`src/hdl/synth_cfg_pkg.sv`:
```
// Constants for the synthesizer configuration register bank.
// Assumes an 8-bit register port on the core_clk domain.
// Overview of operation
// - Tri-state bit 4 set puts the second output in high impedance.
// - Bit 0 set divides the reference by four; clear bypasses it.
// - Integer divider is 12 bits: high nibble register, then low byte.
// - Integer divider low byte resets to 0x32, upper nibble to zero.
// - Numerator is 22 bits over three registers, all reset to zero.
// - Denominator is 22 bits over three registers, all reset to zero.
// - Dither field bits 3:2 reset 3; 0 weak, 3 none, others reserved.
// - Order field bits 1:0 reset 0; 0 integer, 3 third order.
// - Bit 5 set enables the reference doubler; resets to one.
// - Pump code resets 0x8; 0x4 is 1.6 mA, 0x8 is 6.4 mA.
package synth_cfg_pkg;
  localparam int          NUM_REGS   = 11;
  localparam logic [7:0]  BASE_ADDR  = 8'h18;
  localparam logic [7:0]  LAST_ADDR  = 8'h22;
  // Register offsets
  localparam logic [7:0]  REF_DIV_OUTPUT_CTL = 8'h18;
  localparam logic [7:0]  INT_DIV_HIGH       = 8'h19;
  localparam logic [7:0]  INT_DIV_LOW        = 8'h1a;
  localparam logic [7:0]  FRAC_NUM_BYTE2     = 8'h1b;
  localparam logic [7:0]  FRAC_NUM_BYTE1     = 8'h1c;
  localparam logic [7:0]  FRAC_NUM_BYTE0     = 8'h1d;
  localparam logic [7:0]  FRAC_DEN_BYTE2     = 8'h1e;
  localparam logic [7:0]  FRAC_DEN_BYTE1     = 8'h1f;
  localparam logic [7:0]  FRAC_DEN_BYTE0     = 8'h20;
  localparam logic [7:0]  MODULATOR_CTL      = 8'h21;
  localparam logic [7:0]  SYNTH_CTL_A        = 8'h22;
  // Index of each register within the bank
  localparam int IDX_REF_CTL  = 0;
  localparam int IDX_INT_HI   = 1;
  localparam int IDX_INT_LO   = 2;
  localparam int IDX_NUM2     = 3;
  localparam int IDX_NUM1     = 4;
  localparam int IDX_NUM0     = 5;
  localparam int IDX_DEN2     = 6;
  localparam int IDX_DEN1     = 7;
  localparam int IDX_DEN0     = 8;
  localparam int IDX_MOD_CTL  = 9;
  localparam int IDX_SYN_CTL  = 10;
  // Reset values, index 10 down to 0
  localparam logic [NUM_REGS-1:0][7:0] RESET_VALS = {
    8'h28, 8'h0c, 8'h00, 8'h00, 8'h00, 8'h00,
    8'h00, 8'h00, 8'h32, 8'h00, 8'h10};
  // Writable bits, index 10 down to 0; reserved bits read zero
  localparam logic [NUM_REGS-1:0][7:0] WRITE_MASKS = {
    8'hef, 8'h0f, 8'hff, 8'hff, 8'h3f, 8'hff,
    8'hff, 8'h3f, 8'hff, 8'h0f, 8'h11};
  // Field positions
  localparam int TRISTATE_BIT = 4;
  localparam int REF_DIV_BIT  = 0;
  localparam int DOUBLER_BIT  = 5;
  localparam int DITHER_LSB   = 2;
  localparam int ORDER_LSB    = 0;
  localparam int CP_LSB       = 0;
  localparam int NDIV_W       = 12;
  localparam int FRAC_W       = 22;
  localparam int CP_W         = 4;
  localparam int NDIV_HI_W    = 4;
  localparam int FRAC_HI_W    = 6;
  localparam int MODE_W       = 2;
  localparam logic [7:0] NULL_BYTE = 8'h00;
  // Mode encodings
  typedef enum logic [1:0] {
    DITHER_WEAK = 2'h0,
    DITHER_RSV1 = 2'h1,
    DITHER_RSV2 = 2'h2,
    DITHER_OFF  = 2'h3
  } dither_e;
  typedef enum logic [1:0] {
    ORDER_INTEGER = 2'h0,
    ORDER_RSV1    = 2'h1,
    ORDER_RSV2    = 2'h2,
    ORDER_THIRD   = 2'h3
  } order_e;
  localparam logic [3:0] CP_1P6_MA = 4'h4;
  localparam logic [3:0] CP_6P4_MA = 4'h8;
endpackage

```
`src/hdl/cfg_bank_if.sv`:
```
// Carries register writes into the bank and register contents out.
// Assumes both ends run on core_clk.
`timescale 1ns/100ps
interface cfg_bank_if;
  logic                                              wr_en;
  logic [7:0]                                        wr_addr;
  logic [7:0]                                        wr_data;
  logic [synth_cfg_pkg::NUM_REGS-1:0][7:0]           regs;
  modport bank (input wr_en, wr_addr, wr_data, output regs);
  modport user (output wr_en, wr_addr, wr_data, input regs);
endinterface

```
`src/hdl/cfg_byte_bank.sv`:
```
// Storage for the eleven configuration bytes with reset values.
// Assumes writes arrive one per cycle on core_clk.
`timescale 1ns/100ps
module cfg_byte_bank
(
  // Clock and reset
  input  wire logic  core_clk,
  input  wire logic  rst,
  // Register traffic
  cfg_bank_if.bank   bus
);
  typedef struct packed {
    logic [synth_cfg_pkg::NUM_REGS-1:0][7:0] regs;
  } bank_s;

  bank_s state_q;
  bank_s state_d;

  // Masked byte write at a decoded index
  always_comb
  begin
    state_d = state_q;
    for (int i = 0; i < synth_cfg_pkg::NUM_REGS; i++)
    begin
      if (bus.wr_en &&
          bus.wr_addr == synth_cfg_pkg::BASE_ADDR + 8'(i))
      begin
        state_d.regs[i] = bus.wr_data & synth_cfg_pkg::WRITE_MASKS[i];
      end
    end
  end

  // Reset loads documented defaults
  always_ff @(posedge core_clk)
  begin
    if (rst)
    begin
      state_q.regs <= synth_cfg_pkg::RESET_VALS;
    end
    else
    begin
      state_q <= state_d;
    end
  end

  assign bus.regs = state_q.regs;
endmodule

```
`src/hdl/synth_cfg_regs.sv`:
```
// Synthesizer configuration register bank with decoded controls.
// Assumes the serial-port logic presents byte accesses on core_clk.
`timescale 1ns/100ps
module synth_cfg_regs
(
  // Clock and reset
  input  wire logic                              core_clk,
  input  wire logic                              rst,
  // Register port
  input  wire logic [7:0]                        reg_addr,
  input  wire logic                              reg_wr,
  input  wire logic                              reg_rd,
  input  wire logic [7:0]                        reg_wdata,
  output logic      [7:0]                        reg_rdata,
  output logic                                   reg_rvalid,
  // Output stage
  output logic                                   second_output_tristate,
  output logic                                   second_clock_output_oe_n,
  // Reference path
  output logic                                   ref_divide_select,
  output logic                                   ref_doubler_en,
  // Feedback divider
  output logic [synth_cfg_pkg::NDIV_W-1:0]       integer_feedback_divider,
  output logic [synth_cfg_pkg::FRAC_W-1:0]       fraction_numerator,
  output logic [synth_cfg_pkg::FRAC_W-1:0]       fraction_denominator,
  // Modulator
  output logic                                   dither_weak_en,
  output logic                                   modulator_third_order,
  output logic                                   mode_code_reserved,
  // Charge pump
  output logic [synth_cfg_pkg::CP_W-1:0]         charge_pump_current_code,
  output logic                                   charge_pump_code_valid
);
  typedef struct packed {
    logic [7:0]                        rdata;
    logic                              rvalid;
    logic                              tristate;
    logic                              oe_n;
    logic                              ref_div;
    logic                              doubler;
    logic [synth_cfg_pkg::NDIV_W-1:0]  ndiv;
    logic [synth_cfg_pkg::FRAC_W-1:0]  num;
    logic [synth_cfg_pkg::FRAC_W-1:0]  den;
    logic                              dither_weak;
    logic                              third_order;
    logic                              mode_rsv;
    logic [synth_cfg_pkg::CP_W-1:0]    cp;
    logic                              cp_valid;
  } ctl_s;

  ctl_s       state_q;
  ctl_s       state_d;
  cfg_bank_if bank_bus ();

  // Byte storage
  cfg_byte_bank u_bank
  (
    .core_clk (core_clk),
    .rst      (rst),
    .bus      (bank_bus.bank)
  );

  // Writes go straight to the bank
  assign bank_bus.wr_en   = reg_wr;
  assign bank_bus.wr_addr = reg_addr;
  assign bank_bus.wr_data = reg_wdata;

  // Read mux; unmapped addresses return zero
  function automatic logic [7:0] read_byte
  (
    input logic [7:0]                                   addr,
    input logic [synth_cfg_pkg::NUM_REGS-1:0][7:0]      regs
  );
    if (addr == synth_cfg_pkg::REF_DIV_OUTPUT_CTL)
    begin
      return regs[synth_cfg_pkg::IDX_REF_CTL];
    end
    else if (addr == synth_cfg_pkg::INT_DIV_HIGH)
    begin
      return regs[synth_cfg_pkg::IDX_INT_HI];
    end
    else if (addr == synth_cfg_pkg::INT_DIV_LOW)
    begin
      return regs[synth_cfg_pkg::IDX_INT_LO];
    end
    else if (addr == synth_cfg_pkg::FRAC_NUM_BYTE2)
    begin
      return regs[synth_cfg_pkg::IDX_NUM2];
    end
    else if (addr == synth_cfg_pkg::FRAC_NUM_BYTE1)
    begin
      return regs[synth_cfg_pkg::IDX_NUM1];
    end
    else if (addr == synth_cfg_pkg::FRAC_NUM_BYTE0)
    begin
      return regs[synth_cfg_pkg::IDX_NUM0];
    end
    else if (addr == synth_cfg_pkg::FRAC_DEN_BYTE2)
    begin
      return regs[synth_cfg_pkg::IDX_DEN2];
    end
    else if (addr == synth_cfg_pkg::FRAC_DEN_BYTE1)
    begin
      return regs[synth_cfg_pkg::IDX_DEN1];
    end
    else if (addr == synth_cfg_pkg::FRAC_DEN_BYTE0)
    begin
      return regs[synth_cfg_pkg::IDX_DEN0];
    end
    else if (addr == synth_cfg_pkg::MODULATOR_CTL)
    begin
      return regs[synth_cfg_pkg::IDX_MOD_CTL];
    end
    else if (addr == synth_cfg_pkg::SYNTH_CTL_A)
    begin
      return regs[synth_cfg_pkg::IDX_SYN_CTL];
    end
    else
    begin
      return synth_cfg_pkg::NULL_BYTE;
    end
  endfunction

  // Turns stored bytes into controls; also gives the reset image
  function automatic ctl_s decode_regs
  (
    input logic [synth_cfg_pkg::NUM_REGS-1:0][7:0]      regs
  );
    ctl_s                   c;
    synth_cfg_pkg::dither_e dither;
    synth_cfg_pkg::order_e  order;
    c      = '0;
    dither = synth_cfg_pkg::dither_e'(
      regs[synth_cfg_pkg::IDX_MOD_CTL]
          [synth_cfg_pkg::DITHER_LSB +: synth_cfg_pkg::MODE_W]);
    order  = synth_cfg_pkg::order_e'(
      regs[synth_cfg_pkg::IDX_MOD_CTL]
          [synth_cfg_pkg::ORDER_LSB +: synth_cfg_pkg::MODE_W]);
    c.tristate = regs[synth_cfg_pkg::IDX_REF_CTL]
                     [synth_cfg_pkg::TRISTATE_BIT];
    // Enable is low only while the pin is driven
    c.oe_n     = c.tristate;
    c.ref_div  = regs[synth_cfg_pkg::IDX_REF_CTL]
                     [synth_cfg_pkg::REF_DIV_BIT];
    c.doubler  = regs[synth_cfg_pkg::IDX_SYN_CTL]
                     [synth_cfg_pkg::DOUBLER_BIT];
    c.ndiv = {regs[synth_cfg_pkg::IDX_INT_HI]
                  [synth_cfg_pkg::NDIV_HI_W-1:0],
              regs[synth_cfg_pkg::IDX_INT_LO]};
    // numerator assembly; bytes are live, no shadow
    c.num  = {regs[synth_cfg_pkg::IDX_NUM2]
                  [synth_cfg_pkg::FRAC_HI_W-1:0],
              regs[synth_cfg_pkg::IDX_NUM1],
              regs[synth_cfg_pkg::IDX_NUM0]};
    c.den  = {regs[synth_cfg_pkg::IDX_DEN2]
                  [synth_cfg_pkg::FRAC_HI_W-1:0],
              regs[synth_cfg_pkg::IDX_DEN1],
              regs[synth_cfg_pkg::IDX_DEN0]};
    c.dither_weak = (dither == synth_cfg_pkg::DITHER_WEAK);
    // order decode; code zero is integer-only
    c.third_order = (order == synth_cfg_pkg::ORDER_THIRD);
    // Reserved codes are kept but flagged
    c.mode_rsv    = (dither == synth_cfg_pkg::DITHER_RSV1) ||
                    (dither == synth_cfg_pkg::DITHER_RSV2) ||
                    (order == synth_cfg_pkg::ORDER_RSV1) ||
                    (order == synth_cfg_pkg::ORDER_RSV2);
    // pump current code and its support flag
    c.cp       = regs[synth_cfg_pkg::IDX_SYN_CTL]
                     [synth_cfg_pkg::CP_LSB +: synth_cfg_pkg::CP_W];
    c.cp_valid = (c.cp == synth_cfg_pkg::CP_1P6_MA) ||
                 (c.cp == synth_cfg_pkg::CP_6P4_MA);
    return c;
  endfunction

  // Live decode plus the read port
  always_comb
  begin
    state_d        = decode_regs(bank_bus.regs);
    state_d.rdata  = state_q.rdata;
    state_d.rvalid = reg_rd;
    // Read data holds until the next read
    if (reg_rd)
    begin
      state_d.rdata = read_byte(reg_addr, bank_bus.regs);
    end
  end

  // Control flops; reset mirrors the bank defaults
  always_ff @(posedge core_clk)
  begin
    if (rst)
    begin
      // Same image the bank loads, so outputs agree at once
      state_q <= decode_regs(synth_cfg_pkg::RESET_VALS);
    end
    else
    begin
      state_q <= state_d;
    end
  end

  // Outputs straight from flops
  assign reg_rdata                = state_q.rdata;
  assign reg_rvalid               = state_q.rvalid;

  // Control outputs straight from flops
  assign second_output_tristate   = state_q.tristate;
  assign second_clock_output_oe_n = state_q.oe_n;
  assign ref_divide_select        = state_q.ref_div;
  assign ref_doubler_en           = state_q.doubler;
  assign integer_feedback_divider = state_q.ndiv;
  assign fraction_numerator       = state_q.num;
  assign fraction_denominator     = state_q.den;
  assign dither_weak_en           = state_q.dither_weak;
  assign modulator_third_order    = state_q.third_order;
  assign mode_code_reserved       = state_q.mode_rsv;
  assign charge_pump_current_code = state_q.cp;
  assign charge_pump_code_valid   = state_q.cp_valid;
endmodule

```
`config.mk`:
```
export PLATFORM = sky130hd
export DESIGN_NAME = synth_cfg_regs
export DESIGN_NICKNAME = d
export VERILOG_FILES = /design/src/hdl/synth_cfg_pkg.sv /design/src/hdl/cfg_bank_if.sv /design/src/hdl/cfg_byte_bank.sv /design/src/hdl/synth_cfg_regs.sv
export SDC_FILE = /design/constraint.sdc
export NUM_CORES = 1
export LEC_CHECK = 0
export BUFFER_PORTS_ARGS = -buffer_cell sky130_fd_sc_hd__buf_2
export CAP_MARGIN = 40
export CORE_MARGIN = 2
export CORE_UTILIZATION = 40
export CTS_CLUSTER_DIAMETER = 100
export DETAILED_ROUTE_END_ITERATION = 10
export MAX_ROUTING_LAYER = met4
export SLEW_MARGIN = 20
export SYNTH_ARGS = -nofsm -noshare
export SYNTH_HDL_FRONTEND = slang
export SYNTH_SLANG_ARGS = --single-unit
```
`constraint.sdc`:
```
create_clock -name core_clk -period 1.8 [get_ports core_clk]
set_clock_uncertainty 0.05 [all_clocks]
set_input_delay 0 -clock core_clk [delete_from_list [all_inputs] [get_ports core_clk]]
set_output_delay 0 -clock core_clk [all_outputs]
set_load 0.1 [all_outputs]
```
# Word-level counts from Yosys, hierarchy flattened
# Index checks and enable logic that the tools add are counted.
[word_totals] regBits=145 word_cells=69 output_inout_bits=77 inputBits=20
[classes] n_reduce_logical=16 mux=11 eq_ne=18
[op_table] cell="$mux W8" n=11
[op_table] cell="$eq A8 B5 Y1 const B" n=8
[op_table] cell="$eq A8 B6 Y1 const B" n=3
[op_table] cell="$logic_and A1 B1 Y1" n=11
[op_table] cell="$eq A2 B2 Y1 const B" n=3
[op_table] cell="$eq A2 B1 Y1 const B" n=2
[op_table] cell="$eq A4 B3 Y1 const B" n=1
[op_table] cell="$eq A4 B4 Y1 const B" n=1
[op_table] cell="$logic_or A1 B1 Y1" n=4
[op_table] cell="$logic_not A2 Y1" n=1

# Longest topological paths before layout
[logic_depth] depth_word=12 ltp_mapped=8 depth_no_buf=5

# Modules after synthesis
# A second synthesis with hierarchy kept.
[unflattened] cells_unflattened=610 hier_area_um2=6185.9
[modules_own_cells] module="synth_cfg_regs" area_per_inst_um2=3234.4 instances=1 seq_area_each_um2=1521.5 cells_each=334
[modules_own_cells] module="cfg_byte_bank" area_per_inst_um2=2951.6 instances=1 seq_area_each_um2=1381.3 cells_each=276

# Least setup slack after synthesis
# No wires, ideal clock.
[synth_timing] path_kind="flip-flop to flip-flop" startpoint="register reg_rdata[4] (netlist name)" endpoint="register state_q (netlist bit reg_rdata[4])" t_required_ns=1.659 path_stages_with_launch=4 setup_ns=0.091 synth_period_minus_slack_ns=1.566 arrival_time_ns=1.425 path_slack_ns=0.234 n_path_buf=0 cell_sequence="dfxtp_1 > nor2_1 > a41o_1 > a311oi_1"
[synth_lines] item="end signal: assignment" line="synth_cfg_regs.sv:194" source="state_q <= decode_regs(synth_cfg_pkg::RESET_VALS);"
[synth_lines] item="end signal: assignment" line="synth_cfg_regs.sv:198" source="state_q <= state_d;"
[synth_lines] item="end: declaration" line="synth_cfg_regs.sv:51" source="ctl_s state_q;"

# Worst setup path after layout
[layout_timing] startpoint="input port reg_addr[2]" endpoint="register u_bank.bus.regs[83] (netlist name)"
[layout_via] elab_chain_cells=2
[layout_lines] item="start: declaration" line="synth_cfg_regs.sv:10" source="input wire logic [7:0] reg_addr,"
[layout_lines] item="$eq A8 B6 Y1" line="cfg_byte_bank.sv:26" source="bus.wr_addr == synth_cfg_pkg::BASE_ADDR + 8'(i))"
[layout_lines] item="$logic_and A1 B1 Y1" line="cfg_byte_bank.sv:25" source="if (bus.wr_en &&"
# Every way passes these cells.
# A chain may end at the register's enable or synchronous reset.

==> results by group <==
Status
  • Outcome: complete, no violations

Die
  • Die area: 14,600 sq um
  • Die Wd: 121 um
  • Die Height: 121 um
  • Row cnt: 42
  • Initial Util: 0.411
  • Io pins: 97
  • Core box area: 13,300 sq um

Final layout
  • Share of cells above drive strength 1: 0.252
  • Final Non-Filler Cells: 860
  • Nets@finish: 691
  • Area growth syn-to-layout: 26.1%

Place
  • Gp weighted congestion: 0.943
  • DP HPWL: 10,100 um
  • # port buffers: 96
  • Placed Cells incl. Taps: 817

Global route
  • GRT busiest layer: met2
  • Vias in the first global route: 4,190
  • Met1 Usage GRT: 0.250
  • Pin count of the biggest net entering global routing: 69
  • Grt ovf: 0
  • Total track usage: 0.206
  • Global-route wire length before repair: 22,000 um
  • Met2 track demand over resource: 0.315
  • Antenna violations before repair: 1
  • Grt met3 use: 0.0604

Clock network
  • Reg clk slew, reported paths: 0.06 ns
  • Sink Count: 145
  • CTS tree: yes
  • Max clock buf depth: 2
  • Root Buffer: clkbuf_16
  • H-Tree Depth: 4
  • CTS Buf Count: 17
  • Worst-Skew Late Latency: 0.42 ns

Setup path
  • CP top delay family: simple AND/OR/NAND/NOR gates
  • R2R Path Start: u_bank.bus.regs[56]$_SDFFE_PP0P_
  • Reg2Reg Depth: 5
  • Crit Path Class: primary input to register
  • Critical Path RT: 2.06 ns
  • Critical Path Fanout Max: 12
  • Slowest stage delay, CP: 0.44 ns
  • CP Depth: 5
  • Worst r2r dst: reg_rdata[0]$_SDFFE_PP0P_
  • Crit path cell chain: buf_2 > nor4b_2 > and2_1 > nand3_2 > a211o_1
  • Flop-to-flop setup slack: 0.32 ns
  • Slowest-stage cell, CP: nor4b_2
  • CP startpoint kind: primary input
  • Buf+Inv Stages, Crit Path: 1
  • Worst path arrival time: 1.74 ns
  • CP Capture Type: register

Synthesis
  • Dominant cells by area after synthesis: dfxtp_1 53%, mux2i_1 9.9%, nor2b_1 7.2%, nor2_1 6.9%, a21oi_1 2.5%
  • Syn Inst Count: 560
  • Synth warn: 0
  • Syn_nets: 581
  • Synth cell types: 51
  • Mapped Area: 5460 sq um
  • Syn_area_per_cell: 9.75 sq um
  • Yosys reg bits: 145
  • Post-synth EDFFs: 0
  • Primary FF master, synth: dfxtp_1
  • Sequential-to-total area share from yosys stat: 0.532
  • Async S/R FF share, synth: 0
  • Yosys top cell by area: dfxtp_1
  • Top cell type's share of synthesized area: 0.532

Drt
  • DR iter-0 viols: 239
  • DR vias/cell: 5.02
  • Avg WL per Cell: 16.3 um
  • # DRC: 0
  • Initial DRT Pass Iterations: 5
  • Routed Wire Length: 14,100 um
  • Vias: 4,320
  • Routed Antenna Nets: 0

Timing
  • Worst slew pin tran: 0.551 ns
  • Tcrit/Tclk final: 0.822
  • Max Slew Vio Count: 0
  • Final min period: 1.48 ns
  • # setup viols final: 0
  • Final Hold Vio Count: 0
  • Slew headroom: 0.632
  • Fmax: 676 MHz
  • Hold Worst Slack: 0.0901 ns
  • RSZ-0062 raised after global routing: no

Min path
  • Worst hold stages: 6
  • Hold path startpoint: reg_addr[4]
  • Hold Path Class: primary input to register
  • Hold Path End: reg_rdata[5]$_SDFFE_PP0P_

Run
  • Max_cap viols: 0

Power
  • Maximum vdd drop: 532 uV
  • Pleak: 0.00318 uW
  • Tot Pwr: 6880 uW
  • Power Density: 999 nW/um^2
## cells by family (layout without fill, tap and decap cells)
group	Yosys count	count (layout)	share of synthesized area
other	0	1	0
AO/OA/AOI/OAI	90	90	0.116
multiplexers	58	58	0.107
XOR/XNOR	1	1	0.00161
AND/OR/NAND/NOR	210	210	0.200
adder cells (fa/ha/maj)	1	1	0.00229
flip-flops	145	145	0.532
buffers and inverters	55	178	0.0404
## worst max-delay path by stage
stage,startpoint,to
finish,reg_addr[2],u_bank.bus.regs[83]$_SDFFE_PP1P_
global placement,reg_addr[2],u_bank.bus.regs[85]$_SDFFE_PP1P_
detailed placement,reg_addr[2],u_bank.bus.regs[83]$_SDFFE_PP1P_
CTS,u_bank.bus.regs[56]$_SDFFE_PP0P_,reg_rdata[0]$_SDFFE_PP0P_
floorplan,reg_rdata[4]$_SDFFE_PP0P_,reg_rdata[4]$_SDFFE_PP0P_
global route,reg_addr[2],u_bank.bus.regs[64]$_SDFFE_PP0P_
## through the flow
step                      cell area (sq um)  TNS (ns)   util  setup WS [ns]
after floorplan                        5460         0      -          0.234
after global placement                 6210    -0.186  0.467        -0.0434
after detailed placement               6210     -1.04  0.467         -0.101
after CTS                              6880         0  0.517          0.314
after global routing                   6880         0  0.518          0.192
final                                  6880         0  0.518          0.321
## routing by layer
layer,part of all wire,vias to the layer above
li1,-,2121
met1,0.45,2040
met2,0.47,130
met3,0.053,29
met4,0.029,0
met5,0,-
## worst reg2reg max path, cell delays in order (launching register included)
cell and delay (ns):
dfxtp_1 0.32, mux2_2 0.26, a22o_1 0.21, a22o_1 0.26, o22ai_1 0.14, a311oi_1 0.11
## report_power, final
part / switching (uW) / internal [uW] / total, uW
Combinational: 240 / 108 / 348
Clock: 1330 / 1980 / 3310
Sequential: 4.57 / 3220 / 3220
## area by class of cell
cell class                 count  area [sq um]
inverter                      14          52.6
tap                          176           220
antenna                        1          2.50
fill                        1237          6410
clock buffer                  21           460
timing repair buffer         132           803
sequential                   145          2900
multi-input combinational    360          2330
clock inverter                11           105
## sequential cells by signal (all words and copies together), names as in the netlist
signal / cells
reg_rdata: 8
second_clock_output_oe_n: 1
mode_code_reserved: 1
reg_rvalid: 1
ref_doubler_en: 1
integer_feedback_divider: 12
ref_divide_select: 1
modulator_third_order: 1
charge_pump_current_code: 4
u_bank.bus.regs: 69
charge_pump_code_valid: 1
fraction_denominator: 22
fraction_numerator: 22
dither_weak_en: 1
## cell usage after synthesis, drive strengths merged (4+ instances only)
| cell | count |
|---|---|
| nand3 | 4 |
| mux2 | 4 |
| o21ai | 10 |
| o2bb2ai | 5 |
| a21o | 4 |
| a21oi | 27 |
| mux2i | 54 |
| buf | 9 |
| nor2 | 101 |
| inv | 14 |
| or2 | 8 |
| nor2b | 63 |
| a211o | 9 |
| nand2 | 9 |
| o22ai | 4 |
| and2 | 4 |
| clkbuf | 32 |
| nand4 | 5 |
| nand2b | 6 |
| dfxtp | 145 |
## repair_timing
item,4_1_cts,5_1_grt
hold buffers,10,0
resized for setup,0,0
endpoints found under the hold margin,60,0
buffers inserted,0,0
## placed cells by master, fill, tap and decap left out, types with 3 or more instances in the layout
| cell type | instances |
|---|---|
| or2_2 | 8 |
| nand2b_1 | 6 |
| and2_1 | 4 |
| a221o_1 | 3 |
| dlygate4sd3_1 | 10 |
| o2bb2ai_1 | 5 |
| a21o_1 | 4 |
| o221ai_1 | 3 |
| buf_4 | 25 |
| dfxtp_1 | 145 |
| o2111ai_1 | 3 |
| nand2_1 | 7 |
| mux2_2 | 4 |
| inv_1 | 14 |
| inv_6 | 3 |
| o22ai_1 | 4 |
| nor2_1 | 100 |
| a32oi_1 | 3 |
| clkinvlp_4 | 4 |
| clkbuf_16 | 17 |
| a21oi_1 | 27 |
| a32o_1 | 3 |
| nand4_1 | 5 |
| buf_2 | 95 |
| nor2b_1 | 63 |
| mux2i_1 | 54 |
| o21ai_0 | 10 |
| a211o_1 | 9 |
Note: power is estimated with default switching activity, not from simulation.
